`src/rtl/lsd_map.vh`:
```
// Purpose: constants for the segment LCD controller
// Assumes: 12-bit byte address, 8-bit data
// Notes: level codes name the four drive voltages
`ifndef LSD_MAP_VH
`define LSD_MAP_VH

// Register and buffer addresses
`define LSD_CTRL_ADDR 12'h028
`define LSD_SEGCTL_BASE 12'h030
`define LSD_SEGCTL_LAST 12'h034
`define LSD_BUF_BASE 12'hfc0
`define LSD_BUF_LAST 12'hfd3
`define LSD_BUF_BYTES 20

// Control register fields
`define LSD_F_EN 7
`define LSD_F_BOOST 6
`define LSD_F_DUTY_HI 5
`define LSD_F_DUTY_LO 4
`define LSD_F_VF_HI 3
`define LSD_F_VF_LO 2
`define LSD_F_FRM_HI 1
`define LSD_F_FRM_LO 0
`define LSD_CTRL_RST 8'h00
`define LSD_SEGCTL_RST 8'h00

// Drive methods
`define LSD_DUTY_4 2'h0
`define LSD_DUTY_3 2'h1
`define LSD_DUTY_2 2'h2
`define LSD_DUTY_S 2'h3

// Output level codes: ground, bias low, mid, high
`define LSD_LV_GND 2'h0
`define LSD_LV_LOW 2'h1
`define LSD_LV_MID 2'h2
`define LSD_LV_HIGH 2'h3

// Divider exponents, fast clock (F) and slow clock (S)
`define LSD_BST_F0 5'd13
`define LSD_BST_F1 5'd11
`define LSD_BST_F2 5'd10
`define LSD_BST_F3 5'd9
`define LSD_BST_S0 5'd5
`define LSD_BST_S1 5'd3
`define LSD_BST_S2 5'd2
`define LSD_FRM_F0 5'd17
`define LSD_FRM_F1 5'd16
`define LSD_FRM_F2 5'd15
`define LSD_FRM_F3 5'd13
`define LSD_FRM_S0 5'd9
`define LSD_FRM_S1 5'd8
// Four scan slots per base period
`define LSD_SLOT_SHIFT 5'd2

`endif

```
`src/rtl/lsd_ctrl.v`:
```
// Purpose: segment LCD drive controller, 40 segments x 4 commons
// Assumes: clk is the fast system clock; slow_tick is a one-cycle
//   enable from the slow clock, on clk; stop_mode from same domain
// Notes: line outputs are 2-bit level codes for the analog driver
`timescale 1ns/1ps
`include "lsd_map.vh"

// Operation
// - boost select picks one of four rates
// - booster off takes bias from pins
// - buffer of 20 bytes at fc0 to fd3
// - hardware scans buffer continuously into waveforms
// - bit one lights pixel, zero dark
// - nibble bits map to commons by duty
// - unused buffer bits are plain storage
// - byte low nibble even segment, high odd
// - enable bit zero blanks the panel
// - blanked lines all driven to ground
// - stop mode clears enable; software resets
// - reset: commons low, shared segments floating
// - boost code table for both clocks
// - four drive methods selectable
// - frame rate from base clock by duty
module lsd_ctrl #(
  parameter NSEG = 40,
  parameter NCOM = 4,
  parameter FDIV = 17
) (
  input wire clk,
  input wire nrst,
  input wire [11:0] addr,
  input wire [7:0] wdata,
  input wire wr_stb,
  input wire rd_stb,
  output reg [7:0] rdata_q,
  input wire stop_mode,
  input wire slow_clk_sel,
  input wire slow_tick,
  output reg boost_tick_q,
  output reg bias_from_pins_q,
  output reg [2*NCOM-1:0] com_level_q,
  output reg [2*NSEG-1:0] seg_level_q,
  output reg [NSEG-1:0] seg_oe_q
);

  localparam NB = NSEG / 2;
  localparam NSC = NSEG / 8;

  // Reset release is synchronised; assertion stays asynchronous
  reg rst_m_q;
  reg rst_s_q;
  always @(posedge clk or negedge nrst) begin
    if (!nrst) begin
      rst_m_q <= 1'b0;
      rst_s_q <= 1'b0;
    end else begin
      rst_m_q <= 1'b1;
      rst_s_q <= rst_m_q;
    end
  end
  wire rst_n = rst_s_q;

  // Mask of the low k bits, used for every divider tap
  function [FDIV-1:0] low_mask;
    input [4:0] k;
    integer i;
    begin
      low_mask = {FDIV{1'b0}};
      for (i = 0; i < FDIV; i = i + 1) begin
        if (i < k) begin
          low_mask[i] = 1'b1;
        end
      end
    end
  endfunction

  // Tap fires once per 2^k counts of its counter
  function tap_hit;
    input [FDIV-1:0] cnt;
    input [4:0] k;
    begin
      tap_hit = ((cnt & low_mask(k)) == low_mask(k));
    end
  endfunction

  // Level of a selected common for the frame polarity
  function [1:0] sel_level;
    input pol;
    begin
      sel_level = pol ? `LSD_LV_GND : `LSD_LV_HIGH;
    end
  endfunction

  // Control and segment output control registers
  reg [7:0] ctrl_q;
  reg [7:0] segctl_q [0:NSC-1];
  // Display buffer, every bit readable and writable
  reg [7:0] buf_q [0:NB-1];
  reg stop_q;

  wire en_bit = ctrl_q[`LSD_F_EN];
  wire boost_en = ctrl_q[`LSD_F_BOOST];
  wire [1:0] duty = ctrl_q[`LSD_F_DUTY_HI:`LSD_F_DUTY_LO];
  wire [1:0] boost_clock_select = ctrl_q[`LSD_F_VF_HI:`LSD_F_VF_LO];
  wire [1:0] frame_rate_select = ctrl_q[`LSD_F_FRM_HI:`LSD_F_FRM_LO];

  wire in_buf = (addr >= `LSD_BUF_BASE) && (addr <= `LSD_BUF_LAST);
  wire in_seg = (addr >= `LSD_SEGCTL_BASE) && (addr <= `LSD_SEGCTL_LAST);
  wire [11:0] buf_off = addr - `LSD_BUF_BASE;
  wire [11:0] seg_off = addr - `LSD_SEGCTL_BASE;
  wire stop_rise = stop_mode && !stop_q;

  // Control register; stop entry beats a same-cycle enable write
  always @(posedge clk or negedge nrst) begin
    if (!nrst) begin
      ctrl_q <= `LSD_CTRL_RST;
      stop_q <= 1'b0;
    end else if (!rst_n) begin
      ctrl_q <= `LSD_CTRL_RST;
      stop_q <= 1'b0;
    end else begin
      stop_q <= stop_mode;
      if (wr_stb && addr == `LSD_CTRL_ADDR) begin
        ctrl_q <= wdata;
      end
      if (stop_rise) begin
        ctrl_q[`LSD_F_EN] <= 1'b0;
      end
    end
  end

  // Segment output control bytes, one bit per segment pin
  integer s;
  always @(posedge clk or negedge nrst) begin
    if (!nrst) begin
      for (s = 0; s < NSC; s = s + 1) begin
        segctl_q[s] <= `LSD_SEGCTL_RST;
      end
    end else if (wr_stb && in_seg && rst_n) begin
      segctl_q[seg_off[2:0]] <= wdata;
    end
  end

  // Buffer has no reset: contents are undefined at power-up,
  // so software must fill it before enabling the display.
  // buffer window
  always @(posedge clk) begin
    if (wr_stb && in_buf) begin
      buf_q[buf_off[4:0]] <= wdata;
    end
  end

  // Read data stand one cycle after the strobe; unmapped reads zero
  always @(posedge clk or negedge nrst) begin
    if (!nrst) begin
      rdata_q <= 8'h00;
    end else if (rd_stb) begin
      if (addr == `LSD_CTRL_ADDR) begin
        rdata_q <= ctrl_q;
      end else if (in_seg) begin
        rdata_q <= segctl_q[seg_off[2:0]];
      end else if (in_buf) begin
        rdata_q <= buf_q[buf_off[4:0]];
      end else begin
        rdata_q <= 8'h00;
      end
    end else begin
      rdata_q <= 8'h00;
    end
  end

  // Free-running prescalers on the fast clock and the slow tick
  reg [FDIV-1:0] fdiv_q;
  reg [FDIV-1:0] sdiv_q;
  always @(posedge clk or negedge nrst) begin
    if (!nrst) begin
      fdiv_q <= {FDIV{1'b0}};
      sdiv_q <= {FDIV{1'b0}};
    end else begin
      fdiv_q <= fdiv_q + 1'b1;
      if (slow_tick) begin
        sdiv_q <= sdiv_q + 1'b1;
      end
    end
  end

  // Booster rate; code 11 stays on the fast clock in slow mode
  reg [4:0] bst_k;
  reg bst_slow;
  always @* begin
    bst_slow = slow_clk_sel && (boost_clock_select != 2'h3);
    case (boost_clock_select)
      2'h0: bst_k = bst_slow ? `LSD_BST_S0 : `LSD_BST_F0;
      2'h1: bst_k = bst_slow ? `LSD_BST_S1 : `LSD_BST_F1;
      2'h2: bst_k = bst_slow ? `LSD_BST_S2 : `LSD_BST_F2;
      default: bst_k = `LSD_BST_F3;
    endcase
  end
  wire bst_hit = bst_slow ? (slow_tick && tap_hit(sdiv_q, bst_k))
                          : tap_hit(fdiv_q, bst_k);

  // Frame base; codes 10 and 11 only exist on the fast clock
  reg [4:0] frm_k;
  reg frm_slow;
  always @* begin
    frm_slow = slow_clk_sel && !frame_rate_select[1];
    case (frame_rate_select)
      2'h0: frm_k = frm_slow ? `LSD_FRM_S0 : `LSD_FRM_F0;
      2'h1: frm_k = frm_slow ? `LSD_FRM_S1 : `LSD_FRM_F1;
      2'h2: frm_k = `LSD_FRM_F2;
      default: frm_k = `LSD_FRM_F3;
    endcase
  end
  // Four slots per base period give the base rate at 1/4 duty
  wire [4:0] slot_k = frm_k - `LSD_SLOT_SHIFT;
  wire slot_hit = frm_slow ? (slow_tick && tap_hit(sdiv_q, slot_k))
                           : tap_hit(fdiv_q, slot_k);

  // Booster pulse and bias source; no pulses while bias is external
  always @(posedge clk or negedge nrst) begin
    if (!nrst) begin
      boost_tick_q <= 1'b0;
      bias_from_pins_q <= 1'b1;
    end else begin
      boost_tick_q <= boost_en && bst_hit && rst_n;
      bias_from_pins_q <= !boost_en;
    end
  end

  // Scan phase and polarity; fewer phases shorten the frame
  reg [1:0] phase_q;
  reg pol_q;
  reg [1:0] last_ph;
  always @* begin
    case (duty)
      `LSD_DUTY_4: last_ph = 2'h3;
      `LSD_DUTY_3: last_ph = 2'h2;
      `LSD_DUTY_2: last_ph = 2'h1;
      default: last_ph = 2'h3;
    endcase
  end

  always @(posedge clk or negedge nrst) begin
    if (!nrst) begin
      phase_q <= 2'h0;
      pol_q <= 1'b0;
    end else if (!rst_n) begin
      phase_q <= 2'h0;
      pol_q <= 1'b0;
    end else if (slot_hit) begin
      if (phase_q >= last_ph) begin
        phase_q <= 2'h0;
        pol_q <= !pol_q;
      end else begin
        phase_q <= phase_q + 2'h1;
      end
    end
  end

  // Static drives common 0 through the whole frame
  wire [1:0] com_sel = (duty == `LSD_DUTY_S) ? 2'h0 : phase_q;
  wire half_bias = (duty == `LSD_DUTY_2) || (duty == `LSD_DUTY_S);

  // Common levels: selected swings full, others sit at bias
  reg [2*NCOM-1:0] com_d;
  integer c;
  always @* begin
    com_d = {2*NCOM{1'b0}};
    for (c = 0; c < NCOM; c = c + 1) begin
      if (c == com_sel) begin
        com_d[2*c +: 2] = sel_level(pol_q);
      end else if (half_bias) begin
        com_d[2*c +: 2] = `LSD_LV_MID;
      end else begin
        com_d[2*c +: 2] = pol_q ? `LSD_LV_MID : `LSD_LV_LOW;
      end
    end
  end

  // Segment levels from the buffer bit of the selected common
  reg [2*NSEG-1:0] seg_d;
  reg [3:0] nib;
  reg pix;
  integer g;
  always @* begin
    seg_d = {2*NSEG{1'b0}};
    nib = 4'h0;
    pix = 1'b0;
    for (g = 0; g < NSEG; g = g + 1) begin
      nib = g[0] ? buf_q[g/2][7:4] : buf_q[g/2][3:0];
      pix = nib[com_sel];
      if (pix) begin
        seg_d[2*g +: 2] = sel_level(!pol_q);
      end else if (half_bias) begin
        seg_d[2*g +: 2] = sel_level(pol_q);
      end else begin
        seg_d[2*g +: 2] = pol_q ? `LSD_LV_LOW : `LSD_LV_MID;
      end
    end
  end

  // Output stage: blank to ground, reset holds commons low
  integer p;
  always @(posedge clk or negedge nrst) begin
    if (!nrst) begin
      com_level_q <= {2*NCOM{1'b0}};
      seg_level_q <= {2*NSEG{1'b0}};
      seg_oe_q <= {NSEG{1'b0}};
    end else if (!rst_n) begin
      com_level_q <= {2*NCOM{1'b0}};
      seg_level_q <= {2*NSEG{1'b0}};
      seg_oe_q <= {NSEG{1'b0}};
    end else begin
      for (p = 0; p < NSEG; p = p + 1) begin
        seg_oe_q[p] <= segctl_q[p/8][p%8];
      end
      if (!en_bit) begin
        com_level_q <= {2*NCOM{1'b0}};
        seg_level_q <= {2*NSEG{1'b0}};
      end else begin
        com_level_q <= com_d;
        seg_level_q <= seg_d;
      end
    end
  end

endmodule // lsd_ctrl

```
`config.mk`:
```
export PLATFORM = sky130hd
export DESIGN_NAME = lsd_ctrl
export DESIGN_NICKNAME = d
export VERILOG_FILES = /design/src/rtl/lsd_ctrl.v
export VERILOG_INCLUDE_DIRS = /design/src /design/src/rtl
export SDC_FILE = /design/constraint.sdc
export NUM_CORES = 1
export LEC_CHECK = 0
export ABC_CLOCK_PERIOD_IN_PS = 2600
export BUFFER_PORTS_ARGS = -buffer_cell sky130_fd_sc_hd__buf_2
export CORE_UTILIZATION = 45
export CTS_BUF_LIST = sky130_fd_sc_hd__clkbuf_4 sky130_fd_sc_hd__clkbuf_8
export DETAILED_ROUTE_END_ITERATION = 12
export SYNTH_ARGS = -nofsm -noshare
export SYNTH_HDL_FRONTEND = slang
export SYNTH_SLANG_ARGS = --single-unit
```
`constraint.sdc`:
```
create_clock -name clk -period 2.6 [get_ports clk]
set_input_delay 0 -clock clk [delete_from_list [all_inputs] [get_ports clk]]
set_output_delay 0 -clock clk [all_outputs]
set_load 0.02 [all_outputs]
```
==> results by group, run 1 <==
Power and ir drop
  – Max IR drop VDD: 0.414 mV
  – Clock network power share: 42.3%
  – Psw: 3.63 mW
  – Internal cell power: 10.9 mW
  – Sequential share of power: 44.7%
  – Logic gate share of total power: 13.1%
  – Sw Ratio: 25.0%
  – Power per cell area: 731 nW/um^2
  – Pleak: 8.71 nW
  – Tot Pwr: 14.5 mW

Worst hold path
  – Hold path depth: 7
  – Worst Hold Class: in -> reg

Global routing
  – GRT Resource Usage Total: 23.9%
  – First-pass GRT wire length: 68600 um
  – Pin count of the biggest net entering global routing: 79
  – Vias in the first global route: 11262
  – Global route overflow: 0
  – Initial antenna violation count: 0

Detailed routing
  – Vias: 11255
  – Post-DR vias/cell: 5.55
  – Total iterations of the first detailed-routing run: 9
  – Residual DRC: 12
  – DRT iter0 DRCs: 948
  – Drt total wl: 44100 um
  – Routed wire length per instance: 21.8 um
  – Final antenna-violating net count: 0

STA
  – Max Slew Vio Count: 0
  – Worst slew margin: 46.8%
  – Final TNS setup: 0 ns
  – Fin worst setup slack: 0.122 ns
  – F_max: 404 MHz
  – Period utilisation layout: 95.3%
  – Worst Tran Pin Value: 0.798 ns
  – Clock skew: 0.0309 ns
  – Final hold viol count: 0
  – Setup-failing EPs final: 0
  – RSZ-0062 raised after global routing: false
  – Hold Slack: 0.0671 ns
  – Min cycle time layout: 2.48 ns

Layout
  – ANT cells: 0
  – Synth-to-Final Area Change: 20.5%
  – Share of cells above drive strength 1: 28.2%
  – Finished layout cell area: 19800 sq um
  – Final-stage net count: 1555
  – Layout Cells excl Fill: 2027
  – Util after Layout: 55.5%

CTS
  – TritonCTS buffer count: 61
  – Post-CTS sizing: 0
  – Sinks on Clock Net: 382
  – Post-CTS Hold Buffers: 19
  – Clock latency on the worst-skew pair: 0.63 ns
  – Max Root-Sink Buffers: 3
  – H-tree Lvls: 2
  – Post-CTS Setup Inserts: 0
  – Clock Pin Slew Worst Setup and Hold Paths: 0.07 ns
  – Clk root buf: clkbuf_8
  – CTS tree: yes

Floorplanning
  – Rows: 69
  – Die width: 193 um
  – Die area: 37300 sq um
  – Starting Density: 46.0%
  – Num ports: 165
  – Core area: 35700 sq um
  – Die Y: 193 um

Place
  – Gp weighted congestion: 0.940
  – Cell count after placement: 1893
  – Setup Slack @ Placement: 0.449 ns
  – Final HPWL DP: 29200 um
  – I/O Buffers: 164
  – Placed Area: 18100 sq um

Setup path
  – Reg2Reg Depth: 6
  – Crit path launch type: register
  – Crit. End Element: register
  – Req. time, crit path: 3.09 ns
  – CP Max Fanout: 2
  – Worst Setup Path Type: reg -> reg
  – Worst EP arrival: 2.97 ns

Logic synthesis
  – Synth area leader: dfrtp_1
  – Main flop type after synthesis: dfrtp_1
  – Number of synthesized flops with an enable pin: 168
  – Ys async rst share: 56.0%
  – Share of the synthesized area in the top cell type: 32.4%
  – Post-Synthesis Cell Area: 16500 sq um
  – Post-synth top cells: 220 x nor2_1, 213 x dfrtp_1, 168 x edfxtp_1
  – Synth area leaders: dfrtp_1 32%, edfxtp_1 31%, mux4_2 5.2%, nor2_1 5.0%, mux2i_1 3.4%
  – Ys Warns: 0
  – Most common cell in the netlist: nor2_1
  – Distinct cells, synth: 68
  – Gate Count Post-Synth: 1271
  – Seq cells post-synth: 382
  – Sequential fraction of the synthesis area: 63.2%
  – Mean area per synthesized cell: 12.9 sq um

Status
  – Outcome: complete, but fails checks
  – Failing checks: design-rule violations

Run
  – Max Cap Violations: 0
flip-flops by register name (all words and copies together), names as in the netlist, 2 cells and up:
name         count
buf_q          168
com_level_q      8
ctrl_q           8
fdiv_q          15
phase_q          2
rdata_q          8
sdiv_q           7
seg_level_q     80
seg_oe_q        40
segctl_q        40
cell type report:
| type | instances | area (sq um) |
|---|---|---|
| fillers | 3050 | 15900 |
| well taps | 461 | 577 |
| repair buffers | 248 | 1600 |
| inverters | 13 | 48.8 |
| clock buffers | 95 | 1190 |
| flip-flops and latches | 382 | 10400 |
| multi-input cells | 808 | 5710 |
| clock inverters | 20 | 305 |
kinds of logic (layout without fill, tap and decap cells):
group           after synthesis  in the layout  synth area share (%)
simple gates                438            438                  12.7
flops                       382            382                  63.2
compound gates              148            148                  5.79
mux                         140            140                  11.8
buf+inv                      88            376                  2.31
xor+xnor                     59             59                  3.14
fa+ha+maj                    14             14                  1.06
other cells                   2              9                0.0456
final timing paths:
check	startpoint	end	slack, ns
setup / recovery	buf_q[7][1]$_DFFE_PP_	rdata_q[1]$_DFF_PN0_	0.12
hold / removal	addr[6]	rdata_q[4]$_DFF_PN0_	0.07
setup reg to reg	buf_q[7][1]$_DFFE_PP_	rdata_q[1]$_DFF_PN0_	0.12
hold reg to reg	rst_m_q$_DFF_PN0_	rst_n$_DFF_PN0_	0.35
max in group asynchronous	nrst	bias_from_pins_q$_DFF_PN1_	1.28
min in group asynchronous	nrst	seg_level_q[42]$_DFF_PN0_	0.47
layer usage:
layer | share of wire, % | vias to the layer above | routed length [um] | GRT usage (%)
met5 | 0 | - | 0 | 0
met4 | 2.8 | 0 | 1240 | 8.00
met3 | 7.0 | 86 | 3100 | 4.06
met2 | 47 | 452 | 20600 | 37.5
met1 | 43 | 5649 | 19200 | 33.9
li1 | - | 5068 | - | -
placed cells by master, fill, tap and decap left out, types with 4 or more instances in the layout:
cell,synthesis,routed
clkinv_2,0,10
buf_4,3,60
a22oi_1,4,4
nor2_1,220,220
ha_1,14,14
bufinv_16,0,8
clkbuf_8,0,77
mux2i_1,56,56
a211oi_1,9,9
nor3_1,49,49
o21ai_0,29,29
nor2b_1,8,8
nand3_1,32,32
a21oi_1,20,20
nand2_1,45,44
a32oi_1,4,4
mux4_2,38,38
nand2b_1,6,6
o31ai_1,4,4
mux2_2,45,45
nor4_1,4,4
xor2_1,6,6
clkbuf_4,0,18
buf_2,13,161
o22ai_1,51,51
dlygate4sd3_1,0,19
a21boi_0,7,7
buf_12,0,7
conb_1,2,9
inv_1,12,12
xnor2_1,53,53
edfxtp_1,168,168
and2_1,43,43
dfrtp_1,213,213
worst max-delay path, stage by stage (launching register included):
cell and delay, ns:
edfxtp_1 0.39, mux4_2 0.47, o311ai_0 0.45, o21ai_0 0.20
nand3_1 0.17, o21ai_0 0.10, dlygate4sd3_1 0.57
power groups by stage:
| stage | logic [mW] | registers (mW) | clock network [mW] |
|---|---|---|---|
| 2_1_floorplan | 1.24 | 6.56 | 0 |
| 3_3_place_gp | 1.87 | 6.59 | 0 |
| 3_5_place_dp | 1.88 | 6.59 | 0 |
| 4_1_cts | 1.90 | 6.48 | 6.25 |
| 5_1_grt | 2.07 | 6.48 | 6.51 |
| 6_report | 1.90 | 6.48 | 6.13 |
No activity file was read; power rests on OpenSTA's default activity.
==> run 2, diff against run 1 <==
CTS_BUF_LIST = unset   (was sky130_fd_sc_hd__clkbuf_4 sky130_fd_sc_hd__clkbuf_8)
CTS_CLUSTER_DIAMETER = 40   (was unset)
==> run 2 against run 1 <==
  * The flow finishes with violations (design-rule violations, negative hold slack)
  * Global-route usage up 0.081 points
  * Hold slack got worse by 0.091 ns
  * Combinational power barely moved
  * Clock-buffer cell count down 35
  * First-iteration DRC count is 0.74% lower
  * Die area is the same
  * Via count is 0.54% lower
  * Highest routed layer unchanged
  * Clock skew decreased by 0.010 ns
  * Sequential power barely moved
  * Total power up 7.4%
  * Cell count shrank 1.5%
==> results by group, run 2 (same netlist as run 1, synthesis figures left out) <==
Floorplanning
  – Die area: 37300 sq um
  – Die width: 193 um
  – Rows: 69
  – Num ports: 165
  – Starting Density: 46.0%
  – Core area: 35700 sq um
  – Die Y: 193 um

CTS
  – Sinks on Clock Net: 382
  – H-tree Lvls: 2
  – Max Root-Sink Buffers: 3
  – Clock latency on the worst-skew pair: 0.58 ns
  – Clk root buf: clkbuf_16
  – TritonCTS buffer count: 52
  – Clock Pin Slew Worst Setup and Hold Paths: 0.06 ns
  – CTS tree: yes
  – Post-CTS Setup Inserts: 0

Detailed routing
  – Final antenna-violating net count: 0
  – Met2 wire len: 20500 um
  – Total iterations of the first detailed-routing run: 9
  – DRT iter0 DRCs: 941
  – Routed wire length per instance: 22.1 um
  – WL met3: 3170 um
  – Met1 wire length: 19100 um
  – Residual DRC: 12
  – Top sig layer: met4
  – Drt total wl: 44100 um
  – Post-DR vias/cell: 5.61
  – Vias: 11194

Setup path
  – Worst Setup Path Type: reg -> reg
  – Req. time, crit path: 3.10 ns
  – Crit path launch type: register
  – CP Max Fanout: 8
  – CP most frequent cell: nor2_1
  – Worst path slowest cell: dfrtp_1
  – Worst EP arrival: 2.70 ns
  – Ordered cell list for the critical path: inv_1 > ha_1 > nor3_1 > nor2_1 > nor2_1 > a21oi_1 > nor4_1 > a32o_1
  – Crit. End Element: register
  – Crit path largest cell delay: 0.50 ns

STA
  – Period utilisation layout: 84.5%
  – F_max: 455 MHz
  – RSZ-0062 raised after global routing: false
  – Max Slew Vio Count: 0
  – Worst slew margin: 46.6%
  – Final hold viol count: 13
  – Worst Tran Pin Value: 0.801 ns
  – Setup-failing EPs final: 0
  – Final TNS setup: 0 ns
  – Clock skew: 0.0204 ns
  – Fin worst setup slack: 0.403 ns
  – Min cycle time layout: 2.20 ns
  – Hold Slack: -0.0242 ns

Power and ir drop
  – Power per cell area: 779 nW/um^2
  – Max IR drop VDD: 0.525 mV
  – Pleak: 8.73 nW

Run
  – Max Cap Violations: 0

Status
  – Outcome: complete, but fails checks
  – Failing checks: design-rule violations, negative hold slack

Global routing
  – Pin count of the biggest net entering global routing: 79
  – Initial antenna violation count: 0
  – Global route overflow: 0
  – GRT Resource Usage Total: 24.0%
  – First-pass GRT wire length: 68400 um
  – Vias in the first global route: 11130

Layout
  – Layout Cells excl Fill: 1997
  – Register area: 10400 sq um
  – Share of cells above drive strength 1: 27.0%
  – ANT cells: 0
  – FILL cells: 3014
  – Multi-input logic area: 5710 sq um
  – Util after Layout: 55.9%
  – Most frequent cells in the layout: 220 x nor2_1, 213 x dfrtp_1, 168 x edfxtp_1
  – Commonest non-fill, non-tap cell in the layout: nor2_1
  – Synth-to-Final Area Change: 21.4%
  – Final-stage net count: 1533
  – Largest register FFs: 168

Place
  – Setup Slack @ Placement: 0.449 ns
  – Final HPWL DP: 29200 um
  – I/O Buffers: 164
  – Gp weighted congestion: 0.940
  – Cell count after placement: 1893

Worst hold path
  – Worst Hold Class: in -> async
run 2: final timing paths:
| kind | from | end | slack [ns] | depth (start not counted) |
|---|---|---|---|---|
| worst max-delay path | ctrl_q[2]$_DFFE_PN0P_ | boost_tick_q$_DFF_PN0_ | 0.40 | 8 |
| worst min-delay path | nrst | seg_level_q[40]$_DFF_PN0_ | -0.02 | 2 |
| worst max register to register | ctrl_q[2]$_DFFE_PN0P_ | boost_tick_q$_DFF_PN0_ | 0.40 | 8 |
| worst min register to register | rst_m_q$_DFF_PN0_ | rst_n$_DFF_PN0_ | 0.35 | 0 |
| max in group asynchronous | nrst | bias_from_pins_q$_DFF_PN1_ | 1.79 | 3 |
| min in group clk | wdata[0] | buf_q[3][0]$_DFFE_PP_ | 0.02 | 1 |
run 2: power breakdown:
group          internal [mW]  leakage [nW]  switching, mW
clock                   4.43         0.873           2.78
sequential              6.39          4.46         0.0886
combinational          0.751          3.39           1.13
run 2: final cells by class:
cell class / instances / share of cell area, %
clock buffers: 60 / 6.82
clock inverters: 38 / 2.09
inverters: 13 / 0.244
well taps: 461 / 2.89
repair buffers: 235 / 7.36
flip-flops and latches: 382 / 52.1
multi-input cells: 808 / 28.6
run 2: through the flow:
step / instance area (sq um) / power, mW / hold slack (ns)
after floorplan: 16500 / 7.80 / -0.296
after global placement: 18100 / 8.46 / 0.00591
after detailed placement: 18100 / 8.47 / 0.0154
after CTS: 20000 / 15.7 / 0.00393
after global routing: 20000 / 16.1 / 0.00812
final: 20000 / 15.6 / -0.0242
run 2: worst max-delay path, delay by kind of cell (launching register included):
family | cells | cell delay (ns)
adders and majority gates | 1 | 0.32
buffers and inverters | 1 | 0.13
DFF | 1 | 0.50
AOI/OAI and AO/OA | 2 | 0.31
and+or+nand+nor | 4 | 0.87
run 2: repair_timing:
action | 4_1_cts | 5_1_grt
resized for setup | 0 | 0
hold endpoints to repair | 225 | 0
hold buffers | 6 | 0
run 2: routing by layer:
metal	vias up	GRT usage, %
met1	5621	34.3
met5	-	0
li1	5026	-
met2	466	37.0
met4	0	8.56
met3	81	4.15
